--- src/sdr_pkg.sv ---
// Package: constants and carrier types for the serial video receive back end
package sdr_pkg;
    localparam int WORD_W = 10;                      // Parallel word width
    localparam int DIV_RATIO = 10;                   // Bit clocks per word
    localparam logic [3:0] DIV_INIT = 4'h0;          // Divider initial state
    localparam logic [3:0] DIV_LAST = 4'h9;          // Divider terminal count
    localparam logic [3:0] DIV_READOUT = 4'h0;       // Phase of readout strobe
    localparam logic [3:0] DIV_HALF = 4'h5;          // Phase of word clock fall
    localparam logic [8:0] SCR_INIT = 9'h000;        // Descrambler history reset
    localparam logic [9:0] TRS_ONES = 10'h3FF;       // Preamble first word
    localparam logic [9:0] TRS_ZEROS = 10'h000;      // Preamble second and third word
    localparam int H_BIT = 6;                        // H flag position in header word
    localparam int TAP_HI = 8;                       // Scrambler tap x^9
    localparam int TAP_LO = 3;                       // Scrambler tap x^4
    localparam int BIT_RATE_HZ = 270000000;          // Recovered bit clock rate
    localparam int LOCK_DELAY_US = 38;               // Lock rise delay
    localparam int LOCK_DROP_US = 64;                // Longest lock drop
    localparam int QUIET_BITS = 64;                  // Bits without transition meaning no carrier
    localparam logic [3:0] BITCNT_ZERO = 4'h0;       // Bit counter reset value
    localparam logic [1:0] WCNT_ZERO = 2'h0;         // Word counter reset value

    // Header search states, Gray coded along the path
    typedef enum logic [1:0] {
        SDR_HUNT = 2'b00,
        SDR_ZERO1 = 2'b01,
        SDR_ZERO2 = 2'b11,
        SDR_XYZ = 2'b10
    } sdr_state_t;

    // Status indications travelling together
    typedef struct packed {
        logic line_blank;
        logic carrier_present_n;
        logic lock;
        logic vco_center;
    } sdr_status_t;
endpackage : sdr_pkg

--- src/sdr_receive.sv ---
// Receive back end: transition decode, descramble, header align, serial to parallel
module sdr_receive #(
    parameter int LOCK_DELAY_CYC = sdr_pkg::LOCK_DELAY_US * (sdr_pkg::BIT_RATE_HZ / 1000000), // Lock delay
    parameter int QUIET_CYC = sdr_pkg::QUIET_BITS                                             // Quiet window
) (
    input wire logic clock,                                  // Recovered bit clock
    input wire logic srst,                                   // Synchronous reset, active high
    input wire logic clk_en,                                 // Clock enable, freezes all state when low
    input wire logic serial_in,                              // Sliced serial bit from the slicer
    input wire logic coding_bypass,                          // High skips decode and descramble
    input wire logic cable_comp_bypass,                      // Equalizer bypass, passed to analog side
    input wire logic pll_locked,                             // Clock recovery lock from the analog loop
    output logic [sdr_pkg::WORD_W-1:0] data_out,             // Parallel word
    output logic word_clock_out,                             // Divided word clock
    output logic line_blank,                                 // Line blanking flag
    output logic carrier_present_n,                          // High when no carrier
    output logic lock,                                       // Lock indication
    output logic vco_center,                                 // Steers oscillator to centre
    output logic eq_bypass_out                               // Registered equalizer bypass to analog
);
    localparam int W = sdr_pkg::WORD_W;
    localparam int LCW = $clog2(LOCK_DELAY_CYC + 1);
    localparam int QCW = $clog2(QUIET_CYC + 1);

    //////////////////////////////////////////////////////////////////////////////
    // Input synchronisers: three flops, change counts when stages two and three agree
    // The sliced line is already retimed by the recovered clock, so it only gets one
    // register: a glitch filter would swallow every single-bit symbol of the stream
    logic [2:0] byp_sync;                 // Bypass pin pipeline
    logic [2:0] lck_sync;                 // Lock pin pipeline
    logic ser_bit;                        // Accepted serial level
    logic byp;                            // Accepted bypass level
    logic pll_ok;                         // Accepted lock level

    // Shift pins in; stage one is only read by stage two
    always_ff @(posedge clock) begin
        if (srst) begin
            byp_sync <= 3'h0;
            lck_sync <= 3'h0;
            ser_bit <= 1'b0;
            byp <= 1'b0;
            pll_ok <= 1'b0;
        end else if (clk_en) begin
            byp_sync <= {byp_sync[1:0], coding_bypass};
            lck_sync <= {lck_sync[1:0], pll_locked};
            ser_bit <= serial_in;
            if (byp_sync[1] == byp_sync[2]) byp <= byp_sync[2];
            if (lck_sync[1] == lck_sync[2]) pll_ok <= lck_sync[2];
        end
    end

    //////////////////////////////////////////////////////////////////////////////
    // Transition decode then descramble, order fixed on the bit clock
    logic prev_line;                      // Previous received line bit
    logic [8:0] scr_hist;                 // Last nine transition-decoded, still scrambled bits
    wire nrz_bit = ser_bit ^ prev_line;
    wire plain_bit = nrz_bit ^ scr_hist[sdr_pkg::TAP_HI] ^ scr_hist[sdr_pkg::TAP_LO];
    wire dec_bit = byp ? ser_bit : plain_bit;

    // History of line bits and of the scrambled stream
    always_ff @(posedge clock) begin
        if (srst) begin
            prev_line <= 1'b0;
            scr_hist <= sdr_pkg::SCR_INIT;
        end else if (clk_en) begin
            prev_line <= ser_bit;
            scr_hist <= {scr_hist[7:0], nrz_bit}; // Self-synchronising: fed by received bits
        end
    end

    //////////////////////////////////////////////////////////////////////////////
    // Shift register and header search
    logic [W-1:0] shift;                  // Newest bit at the top, LSB first on the line
    logic [3:0] bit_cnt;                  // Run of ones counter
    logic [1:0] word_cnt;                 // Zero words of the preamble seen
    logic [3:0] div_cnt;                  // Divide by ten phase
    sdr_pkg::sdr_state_t state;           // Header search state
    logic sm_clear;                       // State machine override that keeps the bit counter out of reset
    logic [3:0] zero_cnt;                 // Zeros of the current preamble word

    // Word counter value after the first zero word
    function automatic logic [1:0] wcnt_one();
        return 2'h1;
    endfunction : wcnt_one

    wire [W-1:0] next_shift = {dec_bit, shift[W-1:1]};
    wire bitcnt_rst_n = dec_bit | sm_clear;
    wire ones_run = bit_cnt == sdr_pkg::DIV_LAST;
    wire zero_word = next_shift == sdr_pkg::TRS_ZEROS;
    wire word_done = div_cnt == sdr_pkg::DIV_LAST;
    wire zero_last = !dec_bit && (zero_cnt == sdr_pkg::DIV_LAST);           // Tenth zero of a word
    wire hdr_found = (state == sdr_pkg::SDR_ZERO1) && zero_word && zero_last && (word_cnt == wcnt_one());
    wire readout = div_cnt == sdr_pkg::DIV_READOUT;

    // Bit counter counts consecutive ones; zero data holds it in reset unless sm_clear is high
    always_ff @(posedge clock) begin
        if (srst) begin
            bit_cnt <= sdr_pkg::BITCNT_ZERO;
            shift <= '0;
        end else if (clk_en) begin
            shift <= next_shift;
            if (!bitcnt_rst_n) bit_cnt <= sdr_pkg::BITCNT_ZERO;
            else if (!ones_run) bit_cnt <= bit_cnt + 4'h1;
        end
    end

    // Controlling state machine with word counter
    always_ff @(posedge clock) begin
        if (srst) begin
            state <= sdr_pkg::SDR_HUNT;
            word_cnt <= sdr_pkg::WCNT_ZERO;
            zero_cnt <= sdr_pkg::BITCNT_ZERO;
            sm_clear <= 1'b0;
        end else if (clk_en) begin
            sm_clear <= 1'b0;                       // Normally low
            unique case (state)
                sdr_pkg::SDR_HUNT: begin            // Ten ones in a row open a preamble
                    zero_cnt <= sdr_pkg::BITCNT_ZERO;
                    if (ones_run && dec_bit) begin
                        state <= sdr_pkg::SDR_ZERO1;
                        word_cnt <= sdr_pkg::WCNT_ZERO;
                    end
                end
                sdr_pkg::SDR_ZERO1: begin           // Wait for twenty zeros, counted as words
                    if (dec_bit) begin
                        zero_cnt <= sdr_pkg::BITCNT_ZERO;
                        if (!ones_run) state <= sdr_pkg::SDR_HUNT; // Broken run
                    end else if (zero_last) begin
                        zero_cnt <= sdr_pkg::BITCNT_ZERO;
                        if (hdr_found) state <= sdr_pkg::SDR_ZERO2; // Second zero word: header aligned
                        else word_cnt <= wcnt_one();
                    end else begin
                        zero_cnt <= zero_cnt + 4'h1;
                    end
                end
                sdr_pkg::SDR_ZERO2: begin           // Header now word aligned, collect XYZ word
                    if (word_done) state <= sdr_pkg::SDR_XYZ;
                end
                sdr_pkg::SDR_XYZ: begin             // Word complete in the shift register
                    state <= sdr_pkg::SDR_HUNT;
                    sm_clear <= 1'b1;
                end
            endcase
        end
    end

    //////////////////////////////////////////////////////////////////////////////
    // Word clock divider and parallel outputs
    logic [W-1:0] word_hold;              // Word taken at the readout strobe
    // Divider restarts on a header in the same cycle it is seen
    always_ff @(posedge clock) begin
        if (srst) begin
            div_cnt <= sdr_pkg::DIV_INIT;
            word_clock_out <= 1'b0;
            word_hold <= '0;
            data_out <= '0;
        end else if (clk_en) begin
            if (hdr_found || word_done) div_cnt <= sdr_pkg::DIV_INIT;
            else div_cnt <= div_cnt + 4'h1;
            word_clock_out <= div_cnt < sdr_pkg::DIV_HALF;
            if (readout) word_hold <= shift;
            if (div_cnt == sdr_pkg::DIV_HALF) data_out <= word_hold;
        end
    end

    //////////////////////////////////////////////////////////////////////////////
    // Blanking flag, carrier and lock indications
    logic [QCW-1:0] quiet_cnt;            // Bits since the last transition
    logic [LCW-1:0] lock_cnt;             // Delay before lock is shown
    wire edge_seen = ser_bit ^ prev_line;
    // Flag follows the H bit of the word after the preamble; meaningless in bypass
    always_ff @(posedge clock) begin
        if (srst) begin
            line_blank <= 1'b0;
            quiet_cnt <= '0;
            carrier_present_n <= 1'b1;
            vco_center <= 1'b1;
            lock_cnt <= '0;
            lock <= 1'b0;
            eq_bypass_out <= 1'b0;
        end else if (clk_en) begin
            eq_bypass_out <= cable_comp_bypass;
            // The hold register is loaded on this same edge, so the flag reads the shift register
            if (state == sdr_pkg::SDR_XYZ) line_blank <= shift[sdr_pkg::H_BIT];
            if (edge_seen) quiet_cnt <= '0;
            else if (quiet_cnt != QCW'(QUIET_CYC)) quiet_cnt <= quiet_cnt + 1'b1;
            carrier_present_n <= !edge_seen && (quiet_cnt == QCW'(QUIET_CYC));
            vco_center <= !edge_seen && (quiet_cnt == QCW'(QUIET_CYC));
            // Lock drops with the loop; brief drops are tolerated downstream
            if (!pll_ok) lock_cnt <= '0;
            else if (lock_cnt != LCW'(LOCK_DELAY_CYC)) lock_cnt <= lock_cnt + 1'b1;
            lock <= pll_ok && (lock_cnt == LCW'(LOCK_DELAY_CYC));
        end
    end
endmodule : sdr_receive

--- config.mk ---
export PLATFORM = sky130hd
export DESIGN_NAME = sdr_receive
export DESIGN_NICKNAME = d
export VERILOG_FILES = /design/src/sdr_pkg.sv /design/src/sdr_receive.sv
export SDC_FILE = /design/constraint.sdc
export NUM_CORES = 1
export LEC_CHECK = 0
export ABC_AREA = 1
export BUFFER_PORTS_ARGS = -buffer_cell sky130_fd_sc_hd__buf_2
export CAP_MARGIN = 20
export CORE_MARGIN = 3
export CORE_UTILIZATION = 30
export CTS_CLUSTER_DIAMETER = 120
export DETAILED_ROUTE_END_ITERATION = 12
export SLEW_MARGIN = 20
export SYNTH_ARGS = -nofsm -noshare
export SYNTH_HDL_FRONTEND = slang
export SYNTH_SLANG_ARGS = --single-unit
--- constraint.sdc ---
create_clock -name clock -period 2.1 [get_ports clock]
set_input_delay 0 -clock clock [delete_from_list [all_inputs] [get_ports clock]]
set_output_delay 0 -clock clock [all_outputs]
set_load 0.1 [all_outputs]
==> metrics, run 1 <==
status=finished clean; global route overflow=0; Max-slew headroom=63.4%; count of different cell masters after synthesis=39; area leader, netlist=dfxtp_1; worst skew pair latency=0.35 ns; Worst Clk Skew=0.00647 ns; final hold viol count=0; std cell rows=42; required time of the critical path=2.39 ns; first-pass GRT wire length=15200 µm; ANT cells=0; sequential share of the synthesized area=42.9%; Post-DRT Antenna Nets=0; Initial Utilization=31.3%; Detailed Route WL=8940 µm; Root Driver=clkbuf_16; clock sinks=91; # nets final=604; post-synth top area share=42.9%; crit path max fanout=17; Maximum Capacitance Violations=0; routability cong.=0.825; number of synthesized flops with an enable pin=0; crit start category=flip-flop; fin crit share=85.7%; cell breakdown of the critical path=inv_1 > ha_1 > nand4_2 > nor4_2 > nand2_2 > nand2_4 > nand2_2 > o21ai_2 > nand2_1 > nor2_1; async set or reset register ratio after synthesis=0%; placed insts=746; # setup viols final=0; Worst setup EP type=flip-flop; DR vias=3609; largest stage delay on the critical path=0.33 ns; final core occ=35.6%; Die X-Extent=125 µm; IO Count=23; detailed-route wire length per cell=11.7 µm; Clock transition at path regs=0.07 ns; RSZ-0062 raised after global routing=false; Peak VDD IR=0.324 mV; worst hold path class=primary input to flip-flop; Cells after Synth=566; Seq cells post-synth=91; routed vias/inst=4.71; clock buffer depth=2; CTS tree=built; initial antenna violation count=0; TritonCTS buffer count=9; drt first-iter violations=191; Final min period=1.80 ns; largest net degree at the start of global routing=60; Max Fclk=555 MHz; I/O Buffers=22; die area=15600 µm²; Critical Path AT=2.09 ns; Layout area overhead=13.5%; Ys Warns=0; top_reg_cell synth=dfxtp_1; WS Path Type=flip-flop to flip-flop; Pwr Density=780 nW/µm²; vias in the first global route=3282; H-tree levels=3; Static Leak=0.00188 µW; worst-margin pin slew=0.549 ns; setup TNS=0 ns; synthesized cell area=4250 µm²; postcts setup bufs=0; WHS=0.143 ns; Syn Area/Cell=7.51 µm²; Area contributors post-synth=dfxtp_1 43%, nor2_1 8.7%, o21ai_0 7.5%; total power=3760 µW; fin cells=766; Crit-path slowest cell=dfxtp_1; syn nets=585; ratio of cells with drive above 1 in the final layout=14.1%; Slew Viols, Final=0; crit-path most repeated cell=nand2_2; Die H=125 µm; core area=13600 µm²; Post-DP HPWL=6080 µm; all-layer global routing usage=11.6%; DRT Pass-1 Iters=4; DRC Markers=0
==> kinds of logic (layout without fill, tap and decap cells) <==
group	after synthesis	count (layout)	synth area share, %
flops	91	91	42.9
simple gates	253	253	27.7
xor+xnor	12	12	2.47
fa+ha+maj	12	12	3.53
compound gates	120	120	15.3
buf+inv	78	102	8.07
==> layer usage <==
metal  vias up  share of wire, %  track usage [%]
li1       1903                 -                -
met1      1642                49             14.9
met2        51                45             18.3
met3        13               4.4             3.24
met4         0               1.8             4.97
met5         -                 0                0
==> layout make-up <==
cell class              count  area, µm²
clock buffers              10        239
clock inverters             6       53.8
fillers                  1421       8730
inverters                  53        199
multi-input cells         397       2090
flip-flops and latches     91       1820
well taps                 176        220
repair buffers             33        203
==> worst paths after layout <==
check              start     endpoint  slack (ns)  cells after the start
max          lock_cnt[1]  lock_cnt[2]        0.30                     10
min                 srst  lock_cnt[4]        0.14                      3
max reg2reg  lock_cnt[1]  lock_cnt[2]        0.30                     10
min reg2reg  byp_sync[2]  byp_sync[2]        0.48                      2
==> cells in the final DEF (no fill, tap or decap), types with 2 or more instances in the layout <==
cell type      instances
nor3b_1                2
a21oi_2                8
nor3_1                13
buf_4                  7
nand2_4                3
inv_2                  8
nand2_1               74
o21ai_0               64
inv_1                 44
nor2_1                98
dfxtp_1               91
ha_1                  12
inv_6                  4
nand3b_1               2
nand4_1               17
nand3_1               26
clkbuf_16              9
nand2_2                8
a21oi_1               42
xor2_1                10
buf_2                 22
nor3_2                 2
dlygate4sd3_1          4
xnor2_1                2
==> registers in the layout (all words and copies together) (netlist names), 2 cells and up <==
name and cells:
word_hold 10, lock_cnt 14, shift 10, bit_cnt 4, scr_hist 9, byp_sync 3
data_out 10, lck_sync 3, quiet_cnt 7, state 2, zero_cnt 4, div_cnt 4
==> cells in the mapped netlist, types with 4 or more instances <==
| library cell | number |
|---|---|
| o21ai_0 | 64 |
| inv_2 | 8 |
| clkbuf_1 | 13 |
| buf_4 | 5 |
| dfxtp_1 | 91 |
| nor2_1 | 98 |
| nand2_2 | 8 |
| nand4_1 | 17 |
| inv_1 | 44 |
| xor2_1 | 10 |
| nand2_1 | 74 |
| a21oi_1 | 43 |
| ha_1 | 12 |
| buf_2 | 4 |
| nor3_1 | 13 |
| a21oi_2 | 7 |
| nand3_1 | 26 |
==> power breakdown <==
part | internal, µW | leakage (µW) | switching [µW] | total [µW]
Sequential | 1790 | 0.000743 | 41.4 | 1830
Combinational | 99.9 | 0.000997 | 243 | 342
Clock | 860 | 0.000142 | 726 | 1590
==> what timing repair did <==
item / CTS / global route
resized for setup: 0 / 1
hold buffers: 4 / 0
endpoints found under the hold margin: 4 / 0
endpoints found under the setup margin: 0 / 10
==> worst max-delay path, delay by kind of cell, from the launching register on <==
family / cells / cell delay [ns]
adders and majority gates: 1 / 0.21
DFF: 1 / 0.33
buffers and inverters: 1 / 0.15
AOI/OAI and AO/OA: 1 / 0.11
and+or+nand+nor: 7 / 0.94
==> metrics by stage <==
stage | cell area, µm² | worst slack, ns
finish | 4830 | 0.300
global route | 4830 | 0.108
CTS | 4820 | 0.0497
detailed placement | 4490 | 0.0541
global placement | 4490 | 0.0625
floorplan | 4250 | 0.584
Power figures use the tool's default switching activity.
==> inputs of run 2 (changes only) <==
GPL_ROUTABILITY_DRIVEN = 0   (was default)
RECOVER_POWER = 50   (was default)
clock period = 1.65 ns   (was 2.1 ns; I/O delays follow)
==> run 2 against run 1 <==
  * Fmax is 14% higher
  * Clock power is 35% higher
  * Total power grew 31%
  * Largest power group unchanged
  * Critical path depth shrank 2
  * Final area rose by 6.0%
  * Hold slack got worse by 0.12 ns
  * Die area unchanged
  * Sequential share of layout area fell by 2.1 points
  * Highest routed layer unchanged
  * Wire length up 7.3%
  * Global-route usage grew 0.59 points
  * Register-to-register slack got worse by 0.23 ns
==> metrics, run 2 (synthesized netlist as in run 1, its figures left out) <==
status=finished clean; area occupied by multi-input gates=2200 µm²; DRT Pass-1 Iters=4; final hold viol count=0; IO Count=23; Max-slew headroom=63.8%; clock sinks=91; CTS tree=built; I/O Buffers=22; Post-DRT Antenna Nets=0; Die X-Extent=125 µm; routed vias/inst=4.73; drt first-iter violations=148; Worst setup EP type=flip-flop; Root Driver=clkbuf_16; crit path max fanout=8; WHS=0.0279 ns; TritonCTS buffer count=9; vias in the first global route=3446; Top reg by flops=lock_cnt; Maximum Capacitance Violations=0; H-tree levels=3; fin crit share=96.1%; initial antenna violation count=0; Post-DP HPWL=6370 µm; placed insts=764; fillers=1400; DR vias=3735; die area=15600 µm²; Clock transition at path regs=0.07 ns; most common cell after layout, fill and taps aside=nor2_1; std cell rows=42; global route overflow=0; Initial Utilization=31.3%; worst hold path class=primary input to flip-flop; # nets final=627; largest net degree at the start of global routing=60; Final min period=1.59 ns; Worst Clk Skew=0.00617 ns; # setup viols final=0; most frequent cells in the layout=97 x nor2_1, 91 x dfxtp_1, 74 x nand2_1; Sequential cell area=1820 µm²; max reg flops=14; core area=13600 µm²; clock buffer depth=2; ratio of cells with drive above 1 in the final layout=18.4%; largest stage delay on the critical path=0.39 ns; Pwr Density=966 nW/µm²; all-layer global routing usage=12.2%; Layout area overhead=20.4%; Peak VDD IR=0.445 mV; Slew Viols, Final=0; ANT cells=0; Detailed Route WL=9600 µm; worst skew pair latency=0.35 ns; required time of the critical path=1.93 ns; fin cells=789; crit-path most repeated cell=buf_4; WS Path Type=flip-flop to flip-flop; final core occ=37.7%; Die H=125 µm; first-pass GRT wire length=16000 µm; crit start category=flip-flop; cell breakdown of the critical path=nand4_1 > nor3_4 > buf_4 > nand2_2 > nand2_8 > buf_4 > nand2_1 > a21oi_1; detailed-route wire length per cell=12.2 µm; Critical Path AT=1.86 ns; worst-margin pin slew=0.545 ns; Crit-path slowest cell=dfxtp_1; DRC Markers=0; Max Fclk=631 MHz; Static Leak=0.00204 µW
## run 2: changes by cell type in the layout (fill, tap and decap cells not counted), sizes merged
| cell | before | now |
|---|---|---|
| buf | 29 | 34 |
| bufinv | 0 | 1 |
| clkbuf | 10 | 27 |
| clkinv | 1 | 2 |
| clkinvlp | 1 | 0 |
| dlygate4sd3 | 4 | 3 |
| nand2 | 85 | 86 |
## run 2: through the flow
step / total power (µW) / setup WS, ns / TNS [ns] / area (µm²)
after floorplan: 2730 / 0.134 / 0 / 4250
after global placement: 2810 / -0.242 / -1.25 / 4640
after detailed placement: 2830 / -0.274 / -1.79 / 4640
after CTS: 4980 / -0.0112 / -0.0256 / 4980
after global routing: 5150 / -0.0236 / -0.0859 / 5120
final: 4940 / 0.0649 / 0 / 5120
## run 2: repair_timing
action                                  4_1_cts  5_1_grt
endpoints found under the hold margin         3        0
pin swaps                                     0        7
gates resized for setup                       2       19
endpoints found under the setup margin       11       19
gates cloned                                  0        1
hold buffers                                  3        0
buffers inserted                              0        5
## run 2: final cells by class
type	instances	share of cell area (%)
timing repair buffer	55	7.29
multi-input combinational	398	43.0
tap	176	4.30
clock buffer	9	4.40
inverter	53	3.89
sequential	91	35.6
clock inverter	7	1.54
## run 2: metal layers
layer	wire [µm]	share of wire, %	GRT usage (%)
met5	0	0	0
met4	165	1.7	4.08
met3	385	4.0	3.41
met2	4430	46	19.6
met1	4610	48	15.8
## run 2: critical path: cells and delay by family, from the launching register on
kind | cells | cell delay, ns
buf+inv | 2 | 0.28
simple gates | 5 | 0.73
flops | 1 | 0.39
compound gates | 1 | 0.12
## run 2: path summary, 6_finish.rpt
check                                 start     endpoint  slack (ns)  cells after the start
worst min-delay path              serial_in      ser_bit        0.03                      3
worst min register to register  byp_sync[2]  byp_sync[2]        0.47                      2
worst max register to register  lock_cnt[2]  lock_cnt[1]        0.06                      8
worst max-delay path            lock_cnt[2]  lock_cnt[1]        0.06                      8
## run 2: report_power, final
part           total [µW]  internal [µW]  leakage, µW  switching (µW)
combinational         461            144      0.00114             317
clock                2140           1200     0.000152             944
sequential           2340           2280     0.000743            54.3
==> inputs of run 3 (changes only) <==
BUFFER_PORTS_ARGS = default   (was -buffer_cell sky130_fd_sc_hd__buf_2)
DONT_BUFFER_PORTS = 1   (was default)
==> run 3 against run 2 <==
  * Final area is 1.4% higher
  * Hold slack worse by 0.0091 ns
  * Wire length is 0.81% higher
==> metrics, run 3 (synthesized netlist as in run 1, its figures left out) <==
status=finished clean; max reg flops=14; I/O Buffers=0; Crit Reg-Reg Startpoint=lock_cnt[0]; core area=13600 µm²; Root Driver=clkbuf_16; Post-DP HPWL=6440 µm; detailed-route wire length per cell=12.3 µm; ratio of cells with drive above 1 in the final layout=18.5%; Maximum Capacitance Violations=0; fin crit share=94.5%; r2r endpoint=lock_cnt[2]; initial antenna violation count=0; CTS tree=built; Hold Path Sink=lock; Worst Clk Skew=0.00560 ns; hold depth=3; Layout area overhead=22.0%; Hold Path Origin=clk_en; global route overflow=0; RSZ-0062 raised after global routing=true; worst skew pair latency=0.35 ns; Pwr Density=960 nW/µm²; std cell rows=42; Final min period=1.56 ns; drt first-iter violations=171; worst-margin pin slew=0.968 ns; fillers=1409; reg2reg setup slack=0.09 ns; Clock transition at path regs=0.07 ns; Max Fclk=641 MHz; # nets final=625; crit path max fanout=7; Slew Viols, Final=0; Worst setup EP type=flip-flop; Max-slew headroom=35.4%; all-layer global routing usage=12.7%; setup TNS=0 ns; Die X-Extent=125 µm; DRT Pass-1 Iters=4; die area=15600 µm²; Static Leak=0.00205 µW; vias in the first global route=3583; largest net degree at the start of global routing=39; first-pass GRT wire length=16500 µm; Die H=125 µm; WHS=0.0188 ns; WS Path Type=flip-flop to flip-flop; Critical Path AT=1.79 ns; IO Count=23; H-tree levels=3; TritonCTS buffer count=9; worst hold path class=primary input to flip-flop; final hold viol count=0; R2R depth=11; clock sinks=91; routed vias/inst=4.77; crit start category=flip-flop; Sequential cell area=1830 µm²; required time of the critical path=1.89 ns; Post-DRT Antenna Nets=0; ANT cells=0; # setup viols final=0; DR vias=3754; Peak VDD IR=0.455 mV; area occupied by multi-input gates=2170 µm²; Initial Utilization=31.3%; most frequent cells in the layout=96 x nor2_1, 87 x dfxtp_1, 74 x nand2_1; Top reg by flops=lock_cnt; Detailed Route WL=9670 µm; DRC Markers=0; most common cell after layout, fill and taps aside=nor2_1; clock buffer depth=2
==> run 3: cell count changes in the layout (fill, tap and decap cells not counted), moves of 4 or more <==
cell      change
clkbuf_2     -16
buf_2         -5
buf_4        +16
dfxtp_1       -4
dfxtp_2       +4
==> run 3: routing by layer <==
metal  GRT usage [%]  part of all wire, %  wire length [µm]  vias up
li1                -                    -                 -     1936
met1            15.5                   45              4400     1718
met2            21.1                   48              4620       79
met3            4.18                  4.8               461       21
met4            4.02                  2.0               198        0
met5               0                    0                 0        -
==> run 3: power by group <==
| part | switching, µW | total (µW) | internal, µW |
|---|---|---|---|
| registers | 53.0 | 2330 | 2280 |
| clock network | 956 | 2170 | 1210 |
| logic | 319 | 477 | 158 |
| total | 1330 | 4980 | 3650 |
==> run 3: stage by stage <==
stage               instance area (µm²)  utilization, %  worst slack, ns  cells  power, µW
finish                             5190            38.3           0.0909    787       4980
CTS                                5170            38.1           0.0225    787       5060
global placement                   4630            34.1           -0.287    755       2780
global route                       5190            38.3          -0.0175    787       5220
floorplan                          4250               -            0.134    566       2730
detailed placement                 4630            34.1           -0.336    755       2790
==> run 3: final cells by class <==
class / instances / area share, %
clock buffer: 9 / 4.34
clock inverter: 7 / 1.76
inverter: 53 / 3.84
multi-input combinational: 397 / 41.8
sequential: 91 / 35.2
tap: 176 / 4.25
timing repair buffer: 54 / 8.76
==> run 3: repair_timing <==
action | in CTS | in global routing
endpoints found under the setup margin | 13 | 16
resized for setup | 16 | 8
pin swaps | 5 | 3
hold buffers | 8 | 0
setup buffers | 8 | 0
endpoints found under the hold margin | 59 | 0
==> run 3: critical path, cell delays in order (launching register included) <==
cell and delay [ns]:
dfxtp_2 0.32, inv_2 0.07, ha_4 0.14, nand4_4 0.08, nor4_4 0.17, buf_4 0.17, nand2_4 0.06, nand2_8 0.10
buf_6 0.13, o21ai_0 0.08, nand2_1 0.08, nor2_1 0.05
==> run 3: worst max path at each step <==
| stage | startpoint | end | slack, ns | depth (start not counted) |
|---|---|---|---|---|
| floorplan | lock_cnt[0] | lock_cnt[13] | 0.13 | 8 |
| global placement | lock_cnt[0] | lock_cnt[12] | -0.29 | 8 |
| detailed placement | lock_cnt[0] | lock_cnt[12] | -0.34 | 8 |
| CTS | lock_cnt[0] | lock_cnt[12] | 0.02 | 9 |
| global route | lock_cnt[0] | lock_cnt[12] | -0.02 | 10 |
| finish | lock_cnt[0] | lock_cnt[2] | 0.09 | 11 |
